<file path="src/logic/reg_access_pkg.sv">
// Constants for the register-access bank: register indexes, field masks and reset values.
// Assumes a single synchronous host port on the block clock.
`default_nettype none
package reg_access_pkg;

   localparam int DataWidth = 32;
   localparam int AddrWidth = 4;
   localparam int FlagWidth = 8;
   localparam int DbCount = 3;

   // Register indexes on the host port.
   localparam logic [3:0] IdxCtrl = 4'h0;
   localparam logic [3:0] IdxStatus = 4'h1;
   localparam logic [3:0] IdxCmd = 4'h2;
   localparam logic [3:0] IdxEvent = 4'h3;
   localparam logic [3:0] IdxReq = 4'h4;
   localparam logic [3:0] IdxWrStat = 4'h5;
   localparam logic [3:0] IdxDbA = 4'h6;
   localparam logic [3:0] IdxDbB = 4'h7;
   localparam logic [3:0] IdxDbFree = 4'h8;
   localparam logic [3:0] IdxArm = 4'h9;

   // Control register layout: [15:0] read/write, [23:16] must_write_zero_bit field kept
   // as reserved, [31:24] preserve_contents_bit field kept as read/write storage.
   localparam logic [31:0] CtrlRwMask = 32'h0000_FFFF;
   localparam logic [31:0] CtrlZeroMask = 32'h00FF_0000;
   localparam logic [31:0] CtrlKeepMask = 32'hFF00_0000;
   localparam logic [31:0] CtrlStoreMask = CtrlRwMask | CtrlKeepMask;

   // Position of the first double-buffered register that the arming register controls.
   localparam int DbArmedFirst = 0;
   localparam int DbArmedLast = 1;

   localparam logic [31:0] CtrlReset = 32'h0000_0000;
   localparam logic [31:0] CmdReset = 32'h0000_0000;
   localparam logic [31:0] WrStatReset = 32'h0000_0000;
   localparam logic [31:0] DbReset = 32'h0000_0000;
   localparam logic [7:0] FlagReset = 8'h00;
   localparam logic [31:0] ReadZero = 32'h0000_0000;

endpackage
`default_nettype wire

</file>
<file path="src/logic/db_stage.sv">
// Two-stage double-buffered register: host writes land in the first stage, an update
// strobe moves them into the second stage that drives hardware.
// Assumes write and update strobes are one-cycle pulses on mclk.
`timescale 1ns/1ns
`default_nettype none
module db_stage
   import reg_access_pkg::*;
(
   // Clock and reset
   input wire logic mclk,
   input wire logic rstn,
   // Host side
   input wire logic wrEn,
   input wire logic [31:0] wrData,
   // Update strobe
   input wire logic takeUpdate,
   // Stages
   output logic [31:0] firstStage,
   output logic [31:0] secondStage
);

   typedef struct packed {
      logic [31:0] first;
      logic [31:0] second;
   } db_state_t;

   db_state_t state_reg;
   db_state_t state_next;

   always_comb
   begin
      state_next = state_reg;
      // A write in the update cycle still loses to the old first stage in the copy;
      // the new value waits for the following update point.
      if (takeUpdate)
         state_next.second = state_reg.first;
      if (wrEn)
         state_next.first = wrData;
   end

   always_ff @(posedge mclk or negedge rstn)
   begin
      if (!rstn)
      begin
         state_reg.first <= DbReset;
         state_reg.second <= DbReset;
      end
      else
         state_reg <= state_next;
   end

   assign firstStage = state_reg.first;
   assign secondStage = state_reg.second;

endmodule
`default_nettype wire

</file>
<file path="src/logic/reg_access_bank.sv">
// Register bank that shows every bit access class on one host read/write port.
// Assumes host strobes, status inputs, events and the update point are all on mclk.
//
// Functional notes
// A read/write bit stores what is written, drives hardware from it and reads it back.
// A reserved bit ignores writes and reads as zero.
// Software writes zero to a must-write-zero bit, which may be reserved or read/write.
// Software writes back the read value of a preserve-contents bit, which may be stored.
// A read-only bit ignores writes and reads a hardware status source.
// A write-only bit stores and drives hardware but always reads as zero.
// A write-one-to-clear bit is set by hardware events and cleared by a software one.
// A write-one-to-set bit is set by a software one and cleared by hardware events.
// A double-buffered register holds writes in a first stage until its update point.
// At the update point the first stage moves to the live stage; reads show the first.
// Armed registers update only after an arming write, all together at the next point.
// A write to an armed register before the update point disarms the group.
// A write/read-status register drives hardware from writes but reads hardware status.
// A hardware set and a software clear of one sticky bit in the same cycle leave it set.
`timescale 1ns/1ns
`default_nettype none
module reg_access_bank
   import reg_access_pkg::*;
(
   // Clock and reset
   input wire logic mclk,
   input wire logic rstn,
   // Host port
   input wire logic wrEn,
   input wire logic rdEn,
   input wire logic [3:0] addr,
   input wire logic [31:0] wrData,
   output logic [31:0] rdData,
   output logic rdValid,
   // Hardware status and events
   input wire logic [31:0] statusIn,
   input wire logic [31:0] wrStatusIn,
   input wire logic [7:0] eventSet,
   input wire logic [7:0] reqClear,
   input wire logic updatePoint,
   // Hardware controls
   output logic [31:0] ctrlOut,
   output logic [31:0] cmdOut,
   output logic [31:0] wrStatCtrlOut,
   output logic [7:0] eventFlags,
   output logic [7:0] reqFlags,
   output logic armedOut,
   output logic [31:0] dbLiveA,
   output logic [31:0] dbLiveB,
   output logic [31:0] dbLiveFree
);

   typedef struct packed {
      logic [31:0] ctrl;
      logic [31:0] cmd;
      logic [31:0] wrStat;
      logic [7:0] events;
      logic [7:0] reqs;
      logic armed;
      logic [31:0] rdData;
      logic rdValid;
   } bank_state_t;

   bank_state_t state_reg;
   bank_state_t state_next;

   logic [DbCount-1:0] dbWr;
   logic [DbCount-1:0] dbUpdate;
   logic [31:0] dbFirst [DbCount];
   logic [31:0] dbSecond [DbCount];
   logic armedWrite;
   logic armedUpdate;

   assign dbWr[0] = wrEn && (addr == IdxDbA);
   assign dbWr[1] = wrEn && (addr == IdxDbB);
   assign dbWr[2] = wrEn && (addr == IdxDbFree);
   assign armedWrite = dbWr[0] || dbWr[1];
   // A disarming write in the update cycle blocks the copy so the group never tears.
   assign armedUpdate = updatePoint && state_reg.armed && !armedWrite;

   genvar gi;
   generate
      for (gi = 0; gi < DbCount; gi++)
      begin : g_db
         if (gi >= DbArmedFirst && gi <= DbArmedLast)
         begin : g_armed
            assign dbUpdate[gi] = armedUpdate;
         end
         else
         begin : g_free
            assign dbUpdate[gi] = updatePoint;
         end
         db_stage u_stage (
            .mclk(mclk),
            .rstn(rstn),
            .wrEn(dbWr[gi]),
            .wrData(wrData),
            .takeUpdate(dbUpdate[gi]),
            .firstStage(dbFirst[gi]),
            .secondStage(dbSecond[gi])
         );
      end
   endgenerate

   always_comb
   begin
      state_next = state_reg;
      state_next.rdValid = rdEn;

      // Event flags: hardware term is applied after the software term so it wins.
      if (wrEn && addr == IdxEvent)
         state_next.events = state_reg.events & ~wrData[7:0];
      state_next.events = state_next.events | eventSet;
      // A request write and a completion in one cycle keep the request, so it is not lost.
      state_next.reqs = state_reg.reqs & ~reqClear;
      if (wrEn && addr == IdxReq)
         state_next.reqs = state_next.reqs | wrData[7:0];

      if (armedUpdate)
         state_next.armed = 1'b0;
      if (armedWrite && state_reg.armed)
         state_next.armed = 1'b0;
      if (wrEn && addr == IdxArm)
         state_next.armed = 1'b1;

      if (wrEn)
      begin
         case (addr)
            IdxCtrl: state_next.ctrl = wrData & CtrlStoreMask;
            IdxCmd: state_next.cmd = wrData;
            IdxWrStat: state_next.wrStat = wrData;
            default: state_next.ctrl = state_reg.ctrl;
         endcase
      end

      state_next.rdData = ReadZero;
      if (rdEn)
      begin
         case (addr)
            IdxCtrl: state_next.rdData = state_reg.ctrl;
            IdxStatus: state_next.rdData = statusIn;
            IdxCmd: state_next.rdData = ReadZero;
            IdxEvent: state_next.rdData = {24'h000000, state_reg.events};
            IdxReq: state_next.rdData = {24'h000000, state_reg.reqs};
            IdxWrStat: state_next.rdData = wrStatusIn;
            IdxDbA: state_next.rdData = dbFirst[0];
            IdxDbB: state_next.rdData = dbFirst[1];
            IdxDbFree: state_next.rdData = dbFirst[2];
            IdxArm: state_next.rdData = {31'h00000000, state_reg.armed};
            default: state_next.rdData = ReadZero;
         endcase
      end
   end

   always_ff @(posedge mclk or negedge rstn)
   begin
      if (!rstn)
      begin
         state_reg.ctrl <= CtrlReset;
         state_reg.cmd <= CmdReset;
         state_reg.wrStat <= WrStatReset;
         state_reg.events <= FlagReset;
         state_reg.reqs <= FlagReset;
         state_reg.armed <= 1'b0;
         state_reg.rdData <= ReadZero;
         state_reg.rdValid <= 1'b0;
      end
      else
         state_reg <= state_next;
   end

   assign rdData = state_reg.rdData;
   assign rdValid = state_reg.rdValid;
   assign ctrlOut = state_reg.ctrl;
   assign cmdOut = state_reg.cmd;
   assign wrStatCtrlOut = state_reg.wrStat;
   assign eventFlags = state_reg.events;
   assign reqFlags = state_reg.reqs;
   assign armedOut = state_reg.armed;
   assign dbLiveA = dbSecond[0];
   assign dbLiveB = dbSecond[1];
   assign dbLiveFree = dbSecond[2];

endmodule
`default_nettype wire

</file>
<file path="config.mk">
export PLATFORM = sky130hd
export DESIGN_NAME = reg_access_bank
export DESIGN_NICKNAME = d
export VERILOG_FILES = /design/src/logic/reg_access_pkg.sv /design/src/logic/db_stage.sv /design/src/logic/reg_access_bank.sv
export SDC_FILE = /design/constraint.sdc
export NUM_CORES = 1
export LEC_CHECK = 0
export BUFFER_PORTS_ARGS = -buffer_cell sky130_fd_sc_hd__buf_2
export CAP_MARGIN = 20
export CELL_PAD_IN_SITES_DETAIL_PLACEMENT = 0
export CELL_PAD_IN_SITES_GLOBAL_PLACEMENT = 1
export CORE_UTILIZATION = 30
export DETAILED_ROUTE_END_ITERATION = 10
export PLACE_DENSITY_LB_ADDON = 0.1
export SLEW_MARGIN = 40
export SYNTH_ARGS = -nofsm -noshare
export SYNTH_HDL_FRONTEND = slang
export SYNTH_SLANG_ARGS = --single-unit
</file>
<file path="constraint.sdc">
create_clock -name mclk -period 2.25 [get_ports mclk]
set_clock_uncertainty 0.05 [all_clocks]
set_input_delay 0 -clock mclk [delete_from_list [all_inputs] [get_ports mclk]]
set_output_delay 0 -clock mclk [all_outputs]
set_load 0.03 [all_outputs]
</file>
==> impl_summary.txt <==
----------------------------------------------------
[Clock tree]
  Count of H-tree levels built during CTS ... 2
  Clock tree from TritonCTS ... built
  Clock tree sinks ... 330
  Root Buffer ... clkbuf_16
  Clk buf depth ... 3
  Clock-pin slew on the worst setup and hold paths ... 0.06 ns
  Clock buffers created by TritonCTS ... 41
  Worst skew pair latency ... 0.56 ns

[Min path]
  Hold EP ... g_db[0].u_stage.secondStage[4]
  Origin of the worst min-delay path ... updatePoint
  Worst hold path type ... in -> reg
  Cells on Worst Hold Path ... 3

[Critical path]
  Startpoint of the most critical setup path ... addr[3]
  Setup slack of the most critical reg-to-reg path ... 0.42 ns
  Crit Path Max Fanout ... 9
  Capture instance of the worst register-to-register path ... rdData[7]
  Startpoint of the worst-slack reg-to-reg timing path ... g_db[1].u_stage.firstStage[7]
  CP Data Arrival Time ... 2.60 ns
  Crit path required time ... 2.69 ns
  Cells on worst reg2reg path ... 4
  Startpoint types ... primary input
  Classification of the worst setup path ... in -> reg
  Critical Path End Type ... register

[Global route]
  First-pass GRT wire length ... 73.8 mm
  Pin count of the biggest net entering global routing ... 94
  Remaining Overflow, GRT ... 0
  Number of antenna violations at the first check in global routing ... 6
  Number of global-route vias before repair ... 10705
  Total track usage ... 0.215

[Finish]
  Leading cell type in the layout, fill and taps excluded ... buf_2
  Layout area overhead ... 38.7%
  Multi-input gate area in the final layout ... 5410 um^2
  Net total in the final layout ... 1618
  Design Area, Final ... 19500 um^2
  Final Util ... 0.420
  Count of fill cells added during filler insertion ... 4526
  Proportion of layout cells with a drive suffix above 1 ... 0.514
  Highest-count cells in the layout ignoring fill and taps ... 353 x buf_2, 330 x dfrtp_1, 222 x mux2_2, 134 x dlygate4sd3_1, 60 x mux2_4
  Combined flip-flop and latch cell area ... 8260 um^2

[Floorplan]
  Width of the die ... 219 um
  FP Rows ... 79
  Overall die area ... 47800 um^2
  Placeable core area ... 46500 um^2
  Starting utilization of the core area ... 0.303
  Number of placed I/O pins ... 363
  Height of the die ... 219 um

[STA]
  Worst Tran Pin Value ... 0.679 ns
  Min Hold Slack ... 0.0689 ns
  Post-route minimum period ... 2.16 ns
  Total negative slack ... 0 ns
  Final Worst Setup Slack ... 0.0865 ns
  Total count of hold-check failures in the final report ... 0
  Final setup violation count ... 0
  Pins Over Slew Limit ... 0
  Post-route clock period utilization ... 0.962
  Relative slew slack ... 0.548
  Highest Clock Rate ... 0.462 GHz
  Setup repair after global routing missed its margin ... no

[Outcome]
  Run status ... complete, no violations

[Route]
  Iteration-0 DRC Markers ... 449
  Number of vias in the routed layout ... 10186
  Number of nets with antenna violations after detailed routing ... 0
  Via density per instance ... 4.78
  Count of TritonRoute iterations in the first routing pass ... 4
  Detailed Route WL ... 51.4 mm
  WL/cell ... 24.1 um
  Remaining DRCs ... 0

[Placement]
  Final HPWL from detailed placement ... 35.1 mm
  Post-placement cell area ... 16900 um^2
  Placement-stage worst setup slack ... 0.384 ns
  IO buf count ... 354
  Routability Congestion ... 0.763

[Logic synthesis]
  Synth cell types ... 55
  Netlist Area Pre-Place ... 14100 um^2
  Post-Synthesis Mean Instance Area ... 14.5 um^2
  Yosys Warn Count ... 0
  Cell taking the most area after synthesis ... dfrtp_1
  Seq cells post-synth ... 330
  Fraction of registers with async set/reset ... 1.00
  Synth top area cells ... dfrtp_1 59%, mux2_2 18%, mux2_4 6.4%, a22oi_1 2.7%, mux2i_1 1.4%
  Leading register cell type out of synthesis ... dfrtp_1
  Share of the synthesized area in the top cell type ... 0.587
  Register area share after synthesis ... 0.587
  Post-synth EDFFs ... 0
  Count of mapped cells out of synthesis ... 971

[Power and ir drop]
  Lkg Pwr ... 9.24 nW
  Power per cell area ... 1020 nW/um^2
  Max VDD drop ... 0.000543 V

[Flow run]
  Number of maximum-capacitance constraint violations ... 0

----------------------------------------------------
## critical path, stage by stage
cell	delay (ns)
dlygate4sd3_1	0.52
buf_2	0.22
buf_4	0.23
nor3b_2	0.42
buf_4	0.25
a22oi_1	0.07
o22ai_1	0.17
o21a_1	0.15
dlygate4sd3_1	0.56
## registers in the layout, indices dropped and copies added (netlist names)
register / cells
g_db.u_stage.secondStage: 96
g_db.u_stage.firstStage: 96
armedOut: 1
cmdOut: 32
eventFlags: 8
reqFlags: 8
ctrlOut: 24
rdData: 32
wrStatCtrlOut: 32
rdValid: 1
## cells by family (layout without fill, tap and decap cells)
group / Yosys count / after routing / synth area share
AO/OA/AOI/OAI: 150 / 150 / 0.0780
buffers and inverters: 80 / 624 / 0.0358
flip-flops: 330 / 330 / 0.587
multiplexers: 309 / 309 / 0.262
other: 1 / 10 / 0.000266
AND/OR/NAND/NOR: 101 / 101 / 0.0377
## how the worst max path moves through the flow
stage / endpoint / slack, ns
2_1_floorplan: g_db[0].u_stage.secondStage[10] / 0.71
3_3_place_gp: cmdOut[21] / 0.40
3_5_place_dp: cmdOut[22] / 0.38
4_1_cts: rdData[26] / 0.06
5_1_grt: rdData[30] / 0.02
6_report: rdData[30] / 0.09
## through the flow
stage	power, mW	std cells
floorplan	11.5	978
detailed placement	13.6	1926
global placement	13.6	1926
CTS	20.3	2129
global route	20.9	2130
finish	20.0	2131
## report_power, final
part	internal [mW]	switching (mW)
clock	3.82	2.55
combinational	2.21	3.28
sequential	7.25	0.876
## what timing repair did
action,in CTS,in global routing
setup endpoints to repair,0,1
buffers inserted,0,0
endpoints found under the hold margin,539,0
hold buffers,135,0
resized for setup,0,1
## synthesized netlist by cell type, types with 2 or more instances
library cell / number
nor2_1: 15
o22a_1: 12
nand2_1: 35
mux2_2: 222
a22oi_1: 51
a2bb2oi_1: 4
mux2i_1: 19
a22o_1: 13
a32oi_1: 5
nor3_1: 11
buf_12: 6
and2_1: 3
a31oi_1: 4
o32a_1: 2
and3_1: 2
buf_4: 10
nor3b_2: 2
o22ai_1: 6
buf_6: 2
and3b_1: 2
buf_2: 34
a21oi_1: 20
mux2_1: 8
o31a_1: 2
nand2b_1: 4
nor2b_1: 6
inv_1: 10
dfrtp_1: 330
or2_2: 5
o21a_1: 7
or4_1: 3
o21ai_0: 9
nand3_1: 4
mux2_4: 60
clkbuf_1: 16
a21o_1: 8
## layout make-up
type,instances,share of cell area
Clock inverter,7,0.00211
Inverter,10,0.00192
Tap cell,607,0.0389
Clock buffer,61,0.0642
Sequential cell,330,0.423
Timing Repair Buffer,546,0.193
Antenna cell,2,0.000256
Multi-Input combinational cell,568,0.277
## per-layer routing
metal,part of all wire,GRT usage,up-vias
li1,-,-,4593
met1,0.43,0.281,5235
met2,0.48,0.346,269
met3,0.061,0.0518,81
met4,0.027,0.0732,8
met5,0.00088,0,-
Note: power is estimated with default switching activity, not from simulation.
